### src/rail_regs_pkg.sv
package rail_regs_pkg;

	// ****************************************
	// Register map
	// ****************************************
	localparam int unsigned ADDR_W           = 8;
	localparam logic [7:0]  RAIL_1V2_OFFSET  = 8'h36;
	localparam logic [7:0]  RAIL_1V0_OFFSET  = 8'h37;
	localparam logic [7:0]  RAIL_1V2_RESET   = 8'h3a;
	localparam logic [7:0]  RAIL_1V0_RESET   = 8'h1a;
	localparam logic [31:0] UNMAPPED_READ    = 32'h0000_0000;

	// ****************************************
	// Field positions
	// ****************************************
	localparam int unsigned MODE_LSB         = 0;
	localparam int unsigned EXIT_LSB         = 2;
	localparam int unsigned VSEL_LSB         = 4;
	localparam int unsigned V12_LP_BIT       = 7;
	localparam int unsigned V10_LP_LSB       = 6;

	// Converter operating mode
	typedef enum logic [1:0] {
		CONV_OFF,
		CONV_AUTO,
		CONV_PWM
	} conv_mode_t;

	// Set point encoded as offset from nominal in tenths of a percent
	typedef logic signed [7:0] trim_t;

	// Per-rail outputs travel together
	typedef struct packed {
		conv_mode_t mode;
		trim_t      trim;
		logic       low_power;
	} rail_status_t;

	typedef struct packed {
		logic [7:0]  reg_1v2;
		logic [7:0]  reg_1v0;
		logic        stby_meta;
		logic        stby_sync;
		logic        stby_prev;
		logic        ack;
		logic [31:0] rdata;
	} regs_state_t;

endpackage

### src/buck_rail_mode_voltage_regs.sv
`timescale 1ns/1ps
module buck_rail_mode_voltage_regs
	import rail_regs_pkg::*;
(
	input  wire logic                clk_i,
	input  wire logic                rst_i,
	input  wire logic                wb_cyc_i,
	input  wire logic                wb_stb_i,
	input  wire logic                wb_we_i,
	input  wire logic [ADDR_W-1:0]   wb_adr_i,
	input  wire logic [3:0]          wb_sel_i,
	input  wire logic [31:0]         wb_dat_i,
	output logic      [31:0]         wb_dat_o,
	output logic                     wb_ack_o,
	input  wire logic                standby_request_n_i,
	output rail_status_t             rail_1v2_o,
	output rail_status_t             rail_1v0_o
);

	// ****************************************
	// Decode helpers
	// ****************************************
	// 01 and 10 are both auto mode
	function automatic conv_mode_t decode_mode(input logic [1:0] code);
		conv_mode_t m;
		case (code)
			2'b00: m = CONV_OFF;
			2'b11: m = CONV_PWM;
			default: m = CONV_AUTO;
		endcase
		return m;
	endfunction

	// Code 00 keeps mode, else the code is loaded
	function automatic logic [7:0] exit_rewrite(input logic [7:0] r);
		logic [7:0] v;
		v = r;
		if (r[EXIT_LSB+:2] != 2'b00) begin
			v[MODE_LSB+:2] = r[EXIT_LSB+:2];
		end
		return v;
	endfunction

	// One percent per step, lowest code highest voltage
	function automatic trim_t trim_1v2(input logic [2:0] code);
		trim_t t;
		case (code)
			3'h0: t = 8'sd30;
			3'h1: t = 8'sd20;
			3'h2: t = 8'sd10;
			3'h3: t = 8'sd0;
			3'h4: t = -8'sd10;
			3'h5: t = -8'sd20;
			3'h6: t = -8'sd30;
			default: t = -8'sd40;
		endcase
		return t;
	endfunction

	// 1.05 V, 1.0 V, 0.975 V, 0.95 V
	function automatic trim_t trim_1v0(input logic [1:0] code);
		trim_t t;
		case (code)
			2'h0: t = 8'sd50;
			2'h1: t = 8'sd0;
			2'h2: t = -8'sd25;
			default: t = -8'sd50;
		endcase
		return t;
	endfunction

	// Only lane 0 carries the byte; upper lanes are ignored
	function automatic logic [7:0] merge_byte(input logic [7:0] old,
		input logic [31:0] dat, input logic [3:0] sel);
		logic [7:0] v;
		v = sel[0] ? dat[7:0] : old;
		return v;
	endfunction

	// ****************************************
	// State
	// ****************************************
	// Whole module state lives in one struct
	regs_state_t st_ff;
	regs_state_t nxt_st;

	logic bus_req;
	logic in_standby;
	logic exit_edge;

	// New request only while not already acknowledging
	assign bus_req    = wb_cyc_i & wb_stb_i & ~st_ff.ack;
	assign in_standby = ~st_ff.stby_sync;
	// Sync and prev park high, so reset gives no false exit edge
	assign exit_edge  = st_ff.stby_sync & ~st_ff.stby_prev;

	// ****************************************
	// Next state
	// ****************************************
	always_comb begin
		nxt_st = st_ff;
		nxt_st.stby_meta = standby_request_n_i;
		nxt_st.stby_sync = st_ff.stby_meta;
		nxt_st.stby_prev = st_ff.stby_sync;
		nxt_st.ack = bus_req;
		// Standby exit rewrite first; a bus write same cycle wins below
		if (exit_edge) begin
			nxt_st.reg_1v2 = exit_rewrite(st_ff.reg_1v2);
			nxt_st.reg_1v0 = exit_rewrite(st_ff.reg_1v0);
		end
		// Only mapped offsets store; holes are acked and dropped
		if (bus_req && wb_we_i) begin
			if (wb_adr_i == RAIL_1V2_OFFSET) begin
				nxt_st.reg_1v2 = merge_byte(st_ff.reg_1v2, wb_dat_i, wb_sel_i);
			end
			if (wb_adr_i == RAIL_1V0_OFFSET) begin
				nxt_st.reg_1v0 = merge_byte(st_ff.reg_1v0, wb_dat_i, wb_sel_i);
			end
		end
		// Read data taken at the accepting edge, held to next access
		if (bus_req) begin
			if (wb_adr_i == RAIL_1V2_OFFSET) begin
				nxt_st.rdata = {24'h00_0000, st_ff.reg_1v2};
			end else if (wb_adr_i == RAIL_1V0_OFFSET) begin
				nxt_st.rdata = {24'h00_0000, st_ff.reg_1v0};
			end else begin
				nxt_st.rdata = UNMAPPED_READ;
			end
		end
	end

	// Reset loads documented values; synchroniser parks deasserted
	always_ff @(posedge clk_i) begin
		if (rst_i) begin
			st_ff.reg_1v2   <= RAIL_1V2_RESET;
			st_ff.reg_1v0   <= RAIL_1V0_RESET;
			st_ff.stby_meta <= 1'b1;
			st_ff.stby_sync <= 1'b1;
			st_ff.stby_prev <= 1'b1;
			st_ff.ack       <= 1'b0;
			st_ff.rdata     <= 32'h0000_0000;
		end else begin
			st_ff <= nxt_st;
		end
	end

	// ****************************************
	// Rail outputs
	// ****************************************
	// Outputs are decoded from registered state only
	always_comb begin
		rail_1v2_o.mode      = decode_mode(st_ff.reg_1v2[MODE_LSB+:2]);
		rail_1v0_o.mode      = decode_mode(st_ff.reg_1v0[MODE_LSB+:2]);
		rail_1v2_o.low_power = in_standby & st_ff.reg_1v2[V12_LP_BIT];
		rail_1v0_o.low_power = in_standby & (st_ff.reg_1v0[V10_LP_LSB+:2] != 2'b00);
		// Reduced point only while standby held, else normal
		if (rail_1v2_o.low_power) begin
			rail_1v2_o.trim = -8'sd30;
		end else begin
			rail_1v2_o.trim = trim_1v2(st_ff.reg_1v2[VSEL_LSB+:3]);
		end
		// Reduced code picks the 1.0 V point, 00 falls back to normal
		case (rail_1v0_o.low_power ? st_ff.reg_1v0[V10_LP_LSB+:2] : 2'b00)
			2'b01: rail_1v0_o.trim = -8'sd40;
			2'b10: rail_1v0_o.trim = -8'sd30;
			2'b11: rail_1v0_o.trim = -8'sd20;
			default: rail_1v0_o.trim = trim_1v0(st_ff.reg_1v0[VSEL_LSB+:2]);
		endcase
	end

	assign wb_ack_o = st_ff.ack;
	assign wb_dat_o = st_ff.rdata;

	// ****************************************
	// Checks
	// ****************************************
	// Both registers leave reset at their documented values
	reset_vals_a: assert property (@(posedge clk_i) $past(rst_i) |->
		st_ff.reg_1v2 == 8'h3a && st_ff.reg_1v0 == 8'h1a)
		else $error("reset values wrong");

	// Exit code lands in the 1.2 V mode bits
	exit_mode_a: assert property (@(posedge clk_i) disable iff (rst_i)
		exit_edge && !(bus_req && wb_we_i) && st_ff.reg_1v2[3:2] != 2'b00
		|=> st_ff.reg_1v2[1:0] == $past(st_ff.reg_1v2[3:2]))
		else $error("exit rewrite missed");

	// Exit code 00 leaves the register alone
	exit_keep_a: assert property (@(posedge clk_i) disable iff (rst_i)
		exit_edge && !(bus_req && wb_we_i) && st_ff.reg_1v0[3:2] == 2'b00
		|=> $stable(st_ff.reg_1v0))
		else $error("exit changed mode on 00");

	// Code 00 turns the converter off
	mode_off_a: assert property (@(posedge clk_i) disable iff (rst_i)
		st_ff.reg_1v2[1:0] == 2'b00 |-> rail_1v2_o.mode == CONV_OFF)
		else $error("mode decode wrong");

	// 1.2 V reduced point while standby is held
	lp_1v2_a: assert property (@(posedge clk_i) disable iff (rst_i)
		in_standby && st_ff.reg_1v2[7] |-> rail_1v2_o.trim == -8'sd30)
		else $error("1v2 standby point wrong");

	// 1.0 V lowest reduced point while standby is held
	lp_1v0_a: assert property (@(posedge clk_i) disable iff (rst_i)
		in_standby && st_ff.reg_1v0[7:6] == 2'b01 |-> rail_1v0_o.trim == -8'sd40)
		else $error("1v0 standby point wrong");

	// 1.0 V normal point outside standby
	vsel_1v0_a: assert property (@(posedge clk_i) disable iff (rst_i)
		!in_standby && st_ff.reg_1v0[5:4] == 2'b10 |-> rail_1v0_o.trim == -8'sd25)
		else $error("1v0 set point wrong");

	// 1.2 V bottom step when reduced point is off
	vsel_1v2_a: assert property (@(posedge clk_i) disable iff (rst_i)
		!st_ff.reg_1v2[7] && st_ff.reg_1v2[6:4] == 3'h7 |-> rail_1v2_o.trim == -8'sd40)
		else $error("1v2 set point wrong");

	// Accepted write is stored one edge later
	write_back_a: assert property (@(posedge clk_i) disable iff (rst_i)
		bus_req && wb_we_i && wb_sel_i[0] && wb_adr_i == 8'h37
		|=> st_ff.reg_1v0 == $past(wb_dat_i[7:0]))
		else $error("write not stored");

	// A held strobe must not be answered on back-to-back edges
	ack_pulse_a: assert property (@(posedge clk_i) disable iff (rst_i)
		wb_ack_o |=> !wb_ack_o)
		else $error("ack longer than one cycle");

	// ****************************************
	// Bus protocol checks
	// ****************************************
	// Every accepted request gets its ack one cycle later
	ack_follow_a: assert property (@(posedge clk_i) disable iff (rst_i)
		bus_req |=> wb_ack_o)
		else $error("request not acknowledged");

	// Holes in the map read as zero but still answer
	unmapped_read_a: assert property (@(posedge clk_i) disable iff (rst_i)
		bus_req && !wb_we_i && wb_adr_i != 8'h36 && wb_adr_i != 8'h37
		|=> wb_dat_o == 32'h0000_0000)
		else $error("unmapped read not zero");

	// Read data is the register as it stood when the request was taken
	read_back_a: assert property (@(posedge clk_i) disable iff (rst_i)
		bus_req && !wb_we_i && wb_adr_i == 8'h36
		|=> wb_dat_o == {24'h00_0000, $past(st_ff.reg_1v2)})
		else $error("read data wrong");

	// Lane 0 disabled: a write must not touch the register
	sel_guard_a: assert property (@(posedge clk_i) disable iff (rst_i)
		bus_req && wb_we_i && !wb_sel_i[0] && !exit_edge && wb_adr_i == 8'h36
		|=> $stable(st_ff.reg_1v2))
		else $error("masked write stored");

	// ****************************************
	// Standby checks
	// ****************************************
	// Exit edge seen two clocks after the pin rose, via two flops
	sync_delay_a: assert property (@(posedge clk_i) disable iff (rst_i)
		exit_edge |-> $past(standby_request_n_i, 2) && !$past(standby_request_n_i, 3))
		else $error("standby edge timing wrong");

	// The 1.0 V rail loads its exit code too
	exit_1v0_a: assert property (@(posedge clk_i) disable iff (rst_i)
		exit_edge && !(bus_req && wb_we_i) && st_ff.reg_1v0[3:2] != 2'b00
		|=> st_ff.reg_1v0[1:0] == $past(st_ff.reg_1v0[3:2]))
		else $error("1v0 exit rewrite missed");

	// Out of standby neither rail may show a reduced point
	lp_release_a: assert property (@(posedge clk_i) disable iff (rst_i)
		!in_standby |-> !rail_1v2_o.low_power && !rail_1v0_o.low_power)
		else $error("low power outside standby");

	// Code 00 keeps the 1.0 V rail at its normal point in standby
	keep_1v0_a: assert property (@(posedge clk_i) disable iff (rst_i)
		in_standby && st_ff.reg_1v0[7:4] == 4'b0001 |-> rail_1v0_o.trim == 8'sd0)
		else $error("1v0 left normal point");

	// ****************************************
	// Mode decode checks
	// ****************************************
	// Both middle codes mean automatic mode
	mode_auto_a: assert property (@(posedge clk_i) disable iff (rst_i)
		st_ff.reg_1v2[1:0] == 2'b01 || st_ff.reg_1v2[1:0] == 2'b10
		|-> rail_1v2_o.mode == CONV_AUTO)
		else $error("auto decode wrong");

	// Top code forces PWM
	mode_pwm_a: assert property (@(posedge clk_i) disable iff (rst_i)
		st_ff.reg_1v0[1:0] == 2'b11 |-> rail_1v0_o.mode == CONV_PWM)
		else $error("pwm decode wrong");

	// ****************************************
	// Scenario covers
	// ****************************************
	exit_seen_c: cover property (@(posedge clk_i) disable iff (rst_i) exit_edge);
	standby_c: cover property (@(posedge clk_i) disable iff (rst_i)
		rail_1v0_o.low_power ##1 !rail_1v0_o.low_power);
	read_c: cover property (@(posedge clk_i) disable iff (rst_i) wb_ack_o && !wb_we_i);
	pwm_seen_c: cover property (@(posedge clk_i) disable iff (rst_i)
		rail_1v2_o.mode == CONV_PWM);
	write_c: cover property (@(posedge clk_i) disable iff (rst_i) bus_req && wb_we_i);

endmodule

### config.mk
export PLATFORM = sky130hd
export DESIGN_NAME = buck_rail_mode_voltage_regs
export DESIGN_NICKNAME = d
export VERILOG_FILES = /design/src/rail_regs_pkg.sv /design/src/buck_rail_mode_voltage_regs.sv
export SDC_FILE = /design/constraint.sdc
export NUM_CORES = 1
export LEC_CHECK = 0
export ABC_AREA = 1
export BUFFER_PORTS_ARGS = -buffer_cell sky130_fd_sc_hd__buf_2
export CAP_MARGIN = 40
export CORE_MARGIN = 2
export CORE_UTILIZATION = 44
export CTS_CLUSTER_SIZE = 30
export DETAILED_ROUTE_END_ITERATION = 7
export PLACE_DENSITY = 0.86
export SYNTH_ARGS = -nofsm -noshare
export SYNTH_HDL_FRONTEND = slang
export SYNTH_SLANG_ARGS = --single-unit
### constraint.sdc
create_clock -name clk_i -period 1.7 [get_ports clk_i]
set_clock_uncertainty 0.15 [all_clocks]
set_input_delay 0.34 -clock clk_i [delete_from_list [all_inputs] [get_ports clk_i]]
set_output_delay 0.34 -clock clk_i [all_outputs]
set_load 0.05 [all_outputs]
==> results by group, run 1 <==
Run status
  • Status: finished with violations
  • Failing checks: negative setup slack

Synthesis
  • Post-Syn Area: 1852 µm²
  • Avg Cell Area, Syn: 6.613 µm²
  • Syn. warnings: 0
  • Synth cell types: 24
  • Area contributors post-synth: dfxtp_1, buf_4, nand2_1
  • Mapped Cells: 280
  • Post-synth top area cell: dfxtp_1
  • Yosys reg bits: 28
  • Post-synth EDFFs: 0
  • Post-synth ARST share: 0%
  • Yosys top cell area share: 30.27%
  • Sequential share of the synthesized area: 30.27%
  • Top_reg_cell synth: dfxtp_1

Placed design
  • Gpl congestion: 0.8536
  • Post-Place Cells: 373
  • Buffers added on ports: 52
  • Place WS: -0.08875 ns
  • Dpl hpwl: 3.319 mm

CTS
  • Htree depth: 1
  • Longest Clk Path Bufs: 2
  • Num CTS Buffers: 3
  • # clock sinks: 28
  • CTS tree: yes
  • Worst-Skew Late Latency: 0.28 ns
  • Clock Pin Slew Worst Setup and Hold Paths: 0.10 ns
  • Clk root buf: clkbuf_8

Detailed routing
  • Drt via density: 4.708
  • DRC: 0
  • Total number of vias: 1808
  • DRT antenna net count: 0
  • Routed len/inst: 11.98 µm
  • Pre-antenna DRT Iters: 4
  • DRT iter0 DRCs: 57
  • WL final: 4.601 mm

Timing
  • Final worst slack: -0.09504 ns
  • # setup viols final: 13
  • Final hold slack: 0.09252 ns
  • Fin. max-slew vios: 0
  • Unrepaired setup endpoints after global routing: true
  • Minimum clock period: 1.795 ns
  • Final hold violation count: 0
  • Highest clock rate: 557.1 MHz
  • Period Utilization, post-route: 105.6%

Floorplanning
  • Die Height: 68.88 µm
  • Die width: 68.88 µm
  • Row cnt: 23
  • I/O Pins: 105
  • Die area: 4744 µm²
  • Core box area: 4029 µm²
  • Initial Utilization: 45.96%

Layout
  • Cell Count, Final, Fillers Out: 384
  • Synthesis-to-layout area growth: 31.28%
  • Share of post-route cells with drive strength above 1: 34.13%
  • Diodes inserted: 0
  • Layout Utilization: 60.34%
  • Fillers: 352
  • Final net count: 389

GRT
  • GRT overflow: 0
  • Antenna violations before repair: 0
  • First-pass GRT wire length: 7.141 mm
  • All-Layer GR Usage: 20.07%
  • Largest net degree at the start of global routing: 18
  • Vias in the first global route: 1647

Setup path
  • Max FO, Critical Path: 5
  • Crit path from: nxt_st[33]
  • Crit Path Class: register to output port
  • Worst R2R Start: wb_ack_o
  • Critical Path RT: 1.21 ns
  • CP startpoint kind: register
  • CP Capture Type: output port
  • Critical path data arrival time: 1.31 ns

Min path
  • HP Start: standby_request_n_i
  • HP Class: input port to register

Pwr
  • LEAKAGE: 0.001387 µW
  • Worst IR Drop VDD: 0.2698 mV
  • PwrDens: 575.2 nW/µm²
  • Power Total: 1398 µW

Run
  • Max Cap Viol: 0
report_power, final:
part	switching (µW)	internal (µW)
logic	243	56.7
registers	7.80	665
clock network	217	208
layer usage:
layer	track usage [%]	share of wire [%]	vias up
li1	-	-	916
met1	23.41	40	806
met2	36.06	51	77
met3	2.922	6.6	9
met4	9.069	2.1	0
met5	0	0	-
area by class of cell:
class / count / area [µm²] / share of cell area (%)
tap: 50 / 62.56 / 2.573
inverter: 43 / 173.9 / 7.154
sequential: 28 / 579.3 / 23.83
multi-input combinational: 194 / 1060 / 43.59
clock buffer: 4 / 55.05 / 2.265
timing repair buffer: 65 / 500.5 / 20.59
worst paths after layout:
| path | endpoint | slack (ns) | cells after the start |
|---|---|---|---|
| min | nxt_st[34] | 0.09 | 2 |
| max | rail_1v2_o[6] | -0.1 | 5 |
| min reg2reg | nxt_st[33] | 0.28 | 1 |
| max reg2reg | st_ff[46] | 0.26 | 7 |
placed cells by master (no fill, tap or decap), types with 5 or more instances in the layout:
master and count:
buf_2 34, buf_4 10, buf_6 12, buf_8 7, conb_1 25, dfxtp_1 21, inv_1 34, nand2_1 56
nand3_1 16, nand4_1 5, nor2_1 35, nor2_4 6, nor3_1 6, o21ai_0 17
stage by stage:
stage	setup TNS (ns)	area, µm²
final	-0.7859	2431
after floorplan	-0.4164	2006
after detailed placement	-0.1679	2085
after CTS	-0.3831	2332
after global routing	-1.380	2431
after global placement	-0.009237	2085
registers in the layout, indices dropped and copies added, names as in the netlist:
signal / cells
nxt_st: 2
wb_ack_o: 1
st_ff: 17
wb_dat_o: 8
cells by family after synthesis:
logic type / count (synthesis) / synth area share (%)
other cells: 1 / 0.2025
flops: 28 / 30.27
simple gates: 140 / 35.40
buf+inv: 82 / 24.32
fa+ha+maj: 4 / 2.703
compound gates: 25 / 7.095
Yosys cell counts, types with 2 or more instances:
cell,instances
dfxtp_1,28
nor2_4,3
clkbuf_1,2
o22ai_1,2
inv_1,42
nand2_4,2
nand3_1,17
nand3_4,2
nor3_1,6
o21ai_0,20
buf_4,36
or2_2,2
ha_1,4
nand4_1,5
nor2_1,40
nand2_1,61
worst max-delay path, stage by stage (launching register included):
cell	delay, ns
dfxtp_4	0.38
buf_6	0.12
nor2_4	0.19
inv_2	0.10
nand2_2	0.09
buf_8	0.14
timing repair:
action / 4_1_cts / 5_1_grt
endpoints found under the setup margin: 17 / 18
pin swaps: 5 / 5
setup buffers: 5 / 2
hold buffers: 0 / 0
resized for setup: 57 / 27
Power figures use the tool's default switching activity.
==> inputs of run 2 (changes only) <==
PLACE_DENSITY = 0.84   (was 0.86)
==> run 2 against run 1 <==
Effect of this change:
- the flow still finishes with violations (negative setup slack)
- sequential share of layout area fell by 0.36 points
- register-to-register slack barely moved
- first-iteration DRC count rose by 14%
- non-clock buffer count is 1 higher
- clock power is 23% higher
- via count about the same
- maximum frequency up 0.87%
- highest routed layer unchanged
==> results by group, run 2 (synthesized netlist as in run 1, its figures left out) <==
Detailed routing
  • Routed len/inst: 11.62 µm (was 11.98 µm)
  • Total number of vias: 1807 (was 1808)
  • Drt via density: 4.694 (was 4.708)
  • DRT antenna net count: 0 (unchanged)
  • Pre-antenna DRT Iters: 5 (was 4)
  • DRT iter0 DRCs: 65 (was 57)
  • WL final: 4.472 mm (was 4.601 mm)
  • DRC: 0 (unchanged)

GRT
  • Antenna violations before repair: 0 (unchanged)
  • First-pass GRT wire length: 6.844 mm (was 7.141 mm)
  • Largest net degree at the start of global routing: 18 (unchanged)
  • GRT overflow: 0 (unchanged)
  • Vias in the first global route: 1627 (was 1647)
  • All-Layer GR Usage: 18.86% (was 20.07%)

Layout
  • Share of post-route cells with drive strength above 1: 33.43% (was 34.13%)
  • Register Area: 570.5 µm² (was 579.3 µm²)
  • Commonest non-fill, non-tap cells in the layout: nand2_1, nor2_1, buf_2 (was nand2_1, nor2_1, inv_1, buf_2, conb_1)
  • Most common cell after layout, fill and taps aside: nand2_1 (unchanged)
  • Synthesis-to-layout area growth: 31.28% (unchanged)
  • Multi-input gate area: 1050 µm² (was 1060 µm²)
  • Fillers: 353 (was 352)
  • Diodes inserted: 0 (unchanged)
  • Max FFs per register: 17 (unchanged)
  • Layout Utilization: 60.34% (unchanged)
  • Biggest register: st_ff (unchanged)
  • Cell Count, Final, Fillers Out: 385 (was 384)
  • Final net count: 390 (was 389)

Timing
  • Fin. max-slew vios: 0 (unchanged)
  • Final worst slack: -0.07951 ns (was -0.09504 ns)
  • # setup viols final: 14 (was 13)
  • Final hold violation count: 0 (unchanged)
  • Period Utilization, post-route: 104.7% (was 105.6%)
  • Minimum clock period: 1.780 ns (was 1.795 ns)
  • Unrepaired setup endpoints after global routing: true (unchanged)
  • Highest clock rate: 562.0 MHz (was 557.1 MHz)
  • Final hold slack: 0.1006 ns (was 0.09252 ns)

Floorplanning
  • Die area: 4744 µm² (unchanged)
  • Die Height: 68.88 µm (unchanged)
  • Core box area: 4029 µm² (unchanged)
  • Initial Utilization: 45.96% (unchanged)
  • I/O Pins: 105 (unchanged)
  • Die width: 68.88 µm (unchanged)
  • Row cnt: 23 (unchanged)

CTS
  • Num CTS Buffers: 3 (unchanged)
  • Clock Pin Slew Worst Setup and Hold Paths: 0.10 ns (about the same)
  • Worst-Skew Late Latency: 0.27 ns (was 0.28 ns)
  • # clock sinks: 28 (unchanged)
  • Longest Clk Path Bufs: 2 (unchanged)
  • Clk root buf: clkbuf_8 (unchanged)
  • Htree depth: 1 (unchanged)
  • Hold-fix buffers at CTS: 0 (unchanged)
  • CTS tree: yes (unchanged)

Setup path
  • Crit Path Class: register to output port (unchanged)
  • Reg2Reg Setup Slack: 0.26 ns (about the same)
  • Slowest CP cell: dfxtp_2 (was dfxtp_4)
  • Critical path data arrival time: 1.29 ns (was 1.31 ns)
  • CP Capture Type: output port (unchanged)
  • Max FO, Critical Path: 3 (was 5)
  • Cells along the critical path: o21ai_4 -> inv_4 -> o31ai_4 -> buf_6 (was buf_6 -> nor2_4 -> inv_2 -> nand2_2 -> buf_8)
  • Critical Path RT: 1.21 ns (about the same)
  • Slowest cell delay on critical path: 0.35 ns (was 0.38 ns)
  • CP startpoint kind: register (unchanged)

Min path
  • HP Class: input port to register (unchanged)

Pwr
  • Sw Ratio: 30.54% (was 33.50%)
  • Power Total: 1499 µW (was 1398 µW)
  • Comb pwr share: 20.1% (was 21.5%)
  • Psw: 457.9 µW (was 468.3 µW)
  • Clock share of power: 34.7% (was 30.4%)
  • Worst IR Drop VDD: 0.3811 mV (was 0.2698 mV)
  • PwrDens: 616.8 nW/µm² (was 575.2 nW/µm²)
  • Internal: 1042 µW (was 929.9 µW)
  • Flop pwr share: 45.2% (was 48.1%)
  • LEAKAGE: 0.001396 µW (was 0.001387 µW)

Placed design
  • Buffers added on ports: 52 (unchanged)
  • Post-Place Cells: 373 (unchanged)
  • Gpl congestion: 0.8065 (was 0.8536)
  • Dpl hpwl: 3.105 mm (was 3.319 mm)

Run status
  • Status: finished with violations (unchanged)
  • Failing checks: negative setup slack (unchanged)

Run
  • Max Cap Viol: 0 (unchanged)
==> run 2: cell count changes in the layout (fill, tap and decap cells not counted), moves of 2 or more <==
cell,previous run,this run
buf_6,12,15
buf_8,7,5
dfxtp_2,3,5
dfxtp_4,4,1
nor2_2,3,1
o21ai_1,2,0
==> run 2: power groups by stage <==
stage / registers, µW / clock network, µW / logic, µW
4_1_cts: 678 / 529 / 298
2_1_floorplan: 696 / 0 / 290
5_1_grt: 680 / 548 / 325
3_3_place_gp: 693 / 0 / 293
6_report: 678 / 521 / 301
3_5_place_dp: 694 / 0 / 296
==> run 2: repair_timing <==
| item | CTS | global route |
|---|---|---|
| resized for setup | 47 | 28 |
| setup endpoints to repair | 17 | 18 |
| pin swaps | 6 | 6 |
| setup buffers | 7 | 1 |
==> run 2: area by class of cell <==
cell class | count | area share [%]
tap | 50 | 2.573
clock inverter | 1 | 1.235
timing repair buffer | 66 | 20.64
clock buffer | 3 | 1.698
sequential | 28 | 23.47
inverter | 43 | 7.205
multi-input combinational | 194 | 43.18
==> run 2: through the flow <==
step | setup WS, ns | instance area, µm² | setup TNS, ns
5_1_grt | -0.1286 | 2431 | -1.471
3_5_place_dp | -0.03014 | 2085 | -0.03888
2_1_floorplan | -0.1481 | 2006 | -0.4164
3_3_place_gp | -0.01051 | 2085 | -0.01051
6_report | -0.07951 | 2431 | -0.7785
4_1_cts | -0.04840 | 2335 | -0.4156
==> run 2: final timing paths <==
| kind | start | endpoint | cells past startpoint |
|---|---|---|---|
| setup / recovery | st_ff[43] | rail_1v0_o[4] | 4 |
| hold reg to reg | nxt_st[34] | nxt_st[33] | 1 |
| setup reg to reg | wb_ack_o | st_ff[43] | 7 |
| hold / removal | standby_request_n_i | nxt_st[34] | 2 |
==> run 2: worst max-delay path, delay by kind of cell, from the launching register on <==
family	cells	cell delay [ns]
compound gates	2	0.40
flops	1	0.35
buf+inv	2	0.27
==> run 2: routing by layer <==
layer / global-route usage, % / vias up / routed length [µm] / part of all wire [%]
li1: - / 912 / - / -
met1: 21.76 / 815 / 1798 / 40
met2: 34.98 / 74 / 2269 / 51
met3: 3.084 / 6 / 347 / 7.8
met4: 6.373 / 0 / 57 / 1.3
met5: 0 / - / 0 / 0
==> inputs of run 3 (changes only) <==
CORE_UTILIZATION = 48   (was 44)
PLACE_DENSITY = 0.9   (was 0.84)
clock period = 2.2 ns   (was 1.7 ns; I/O delays follow)
==> run 3 against run 2 <==
Effect of this change:
- the run now ends clean
- combinational power shrank 26%
- global-route usage decreased by 0.98 points
- first-iteration DRC count up 71%
- wire length down 12%
- sequential share of layout area is 4.0 points higher
- final cell count shrank 4.2%
- flip-flop and latch count stayed put
- critical path type unchanged
- critical endpoint is now rail_1v0_o[5]
==> results by group, run 3 (synthesized netlist as in run 1, its figures left out) <==
Run status
  • Status: finished, final reports clean (was finished with violations)

CTS
  • Clock Pin Slew Worst Setup and Hold Paths: 0.09 ns (was 0.10 ns)
  • Longest Clk Path Bufs: 2 (unchanged)
  • Htree depth: 1 (unchanged)
  • Post-CTS Setup Bufs: 0 (was 7)
  • # clock sinks: 28 (unchanged)
  • Worst-Skew Late Latency: 0.27 ns (about the same)
  • Hold-fix buffers at CTS: 0 (unchanged)
  • Num CTS Buffers: 3 (unchanged)
  • CTS tree: yes (unchanged)
  • Clk root buf: clkbuf_8 (unchanged)

Layout
  • Cell Count, Final, Fillers Out: 369 (was 385)
  • Final Instance Area: 2042 µm² (was 2431 µm²)
  • Max FFs per register: 17 (unchanged)
  • Commonest non-fill, non-tap cells in the layout: nand2_1, buf_2, inv_1 (was nand2_1, nor2_1, buf_2)
  • Diodes inserted: 0 (unchanged)
  • Synthesis-to-layout area growth: 10.27% (was 31.28%)
  • Final net count: 376 (was 390)
  • Most common cell after layout, fill and taps aside: nand2_1 (unchanged)
  • Biggest register: st_ff (unchanged)
  • Layout Utilization: 55.36% (was 60.34%)
  • Fillers: 350 (was 353)
  • Share of post-route cells with drive strength above 1: 21.81% (was 33.43%)

Pwr
  • Flop pwr share: 49.3% (was 45.2%)
  • Worst IR Drop VDD: 0.2815 mV (was 0.3811 mV)
  • Psw: 345.5 µW (was 457.9 µW)
  • Sw Ratio: 32.52% (was 30.54%)
  • PwrDens: 520.2 nW/µm² (was 616.8 nW/µm²)
  • Comb pwr share: 21.1% (was 20.1%)
  • LEAKAGE: 0.001299 µW (was 0.001396 µW)
  • Internal: 716.8 µW (was 1042 µW)
  • Clock share of power: 29.7% (was 34.7%)

Setup path
  • CP startpoint kind: register (unchanged)
  • Crit Path Class: register to output port (unchanged)
  • Critical path data arrival time: 1.51 ns (was 1.29 ns)
  • Critical Path RT: 1.61 ns (was 1.21 ns)
  • CP Capture Type: output port (unchanged)
  • Worst r2r path cells: 6 (was 7)
  • Max FO, Critical Path: 3 (unchanged)

Detailed routing
  • DRT antenna net count: 0 (unchanged)
  • DRT iter0 DRCs: 111 (was 65)
  • Total number of vias: 1737 (was 1807)
  • DRC: 0 (unchanged)
  • Routed len/inst: 10.64 µm (was 11.62 µm)
  • WL final: 3.927 mm (was 4.472 mm)
  • Pre-antenna DRT Iters: 4 (was 5)
  • Drt via density: 4.707 (was 4.694)

Placed design
  • Buffers added on ports: 52 (unchanged)
  • Dpl hpwl: 3.077 mm (was 3.105 mm)
  • Gpl congestion: 0.8387 (was 0.8065)
  • Placed Area: 1987 µm² (was 2085 µm²)
  • Post-Place Cells: 365 (was 373)

GRT
  • First-pass GRT wire length: 6.196 mm (was 6.844 mm)
  • Antenna violations before repair: 0 (unchanged)
  • All-Layer GR Usage: 17.87% (was 18.86%)
  • Largest net degree at the start of global routing: 18 (unchanged)
  • Vias in the first global route: 1499 (was 1627)
  • GRT overflow: 0 (unchanged)

Timing
  • Final hold slack: 0.2094 ns (was 0.1006 ns)
  • Minimum clock period: 2.097 ns
  • Unrepaired setup endpoints after global routing: false (was true)
  • Period Utilization, post-route: 95.31%
  • Final hold violation count: 0 (unchanged)
  • Highest clock rate: 476.9 MHz
  • # setup viols final: 0 (was 14)
  • Fin. max-slew vios: 0 (unchanged)

Min path
  • HP Class: input port to register (unchanged)
  • WHS Path Cells: 2 (unchanged)

Floorplanning
  • Die width: 66.11 µm (was 68.88 µm)
  • Die area: 4371 µm² (was 4744 µm²)
  • I/O Pins: 105 (unchanged)
  • Die Height: 66.11 µm (was 68.88 µm)
  • Initial Utilization: 50.20% (was 45.96%)
  • Row cnt: 22 (was 23)
  • Core box area: 3689 µm² (was 4029 µm²)

Run
  • Max Cap Viol: 0 (unchanged)
-- run 3: cell count changes in the layout (fill, tap and decap cells not counted), moves of 4 or more --
cell	change
buf_2	+17
buf_6	-15
buf_4	-9
inv_1	+8
dfxtp_1	+6
buf_8	-5
dfxtp_2	-5
inv_4	-4
nand2_1	+4
nor2_4	-4
-- run 3: stage by stage --
stage	power [µW]	setup TNS (ns)	setup WS, ns
global route	1103	0	0.005762
detailed placement	758.6	0	0.3727
global placement	755.0	0	0.3942
finish	1062	0	0.1032
floorplan	761.4	-0.1186	-0.06983
CTS	1066	0	0.05596
-- run 3: cell type report --
cell class                 instances  area (µm²)  share of cell area, %
sequential                        28       560.5                  27.45
clock buffer                       4       55.05                  2.696
multi-input combinational        194       944.7                  46.26
timing repair buffer              52       260.3                  12.75
tap                               48       60.06                  2.941
inverter                          43       161.4                  7.904
-- run 3: final timing paths --
path	from	endpoint	slack, ns
max	st_ff[42]	rail_1v0_o[5]	0.10
min	standby_request_n_i	nxt_st[34]	0.21
max reg2reg	wb_ack_o	wb_dat_o[5]	0.69
min reg2reg	nxt_st[34]	nxt_st[33]	0.28
-- run 3: per-layer routing --
metal	vias up	share of wire, %	routed length (µm)	track usage (%)
met5	-	0	0	0
li1	888	-	-	-
met3	8	6.0	237	4.259
met4	0	1.5	59	6.378
met2	54	50	1979	31.87
met1	787	42	1650	20.59
-- run 3: critical path, stage by stage (launching register included) --
cell and delay (ns):
dfxtp_1 0.35, inv_1 0.08, nor2_1 0.17, inv_1 0.12, o22ai_1 0.22, buf_2 0.30
-- run 3: power groups by stage --
stage / sequential [µW] / combinational, µW / clock (µW)
6_report: 523 / 224 / 315
5_1_grt: 525 / 239 / 339
4_1_cts: 524 / 224 / 318
3_5_place_dp: 535 / 223 / 0
3_3_place_gp: 535 / 220 / 0
2_1_floorplan: 537 / 224 / 0
-- run 3: timing repair --
| item | in CTS | in global routing |
|---|---|---|
| endpoints found under the setup margin | 0 | 2 |
| gates resized for setup | 0 | 1 |
| hold endpoints to repair | 0 | 0 |
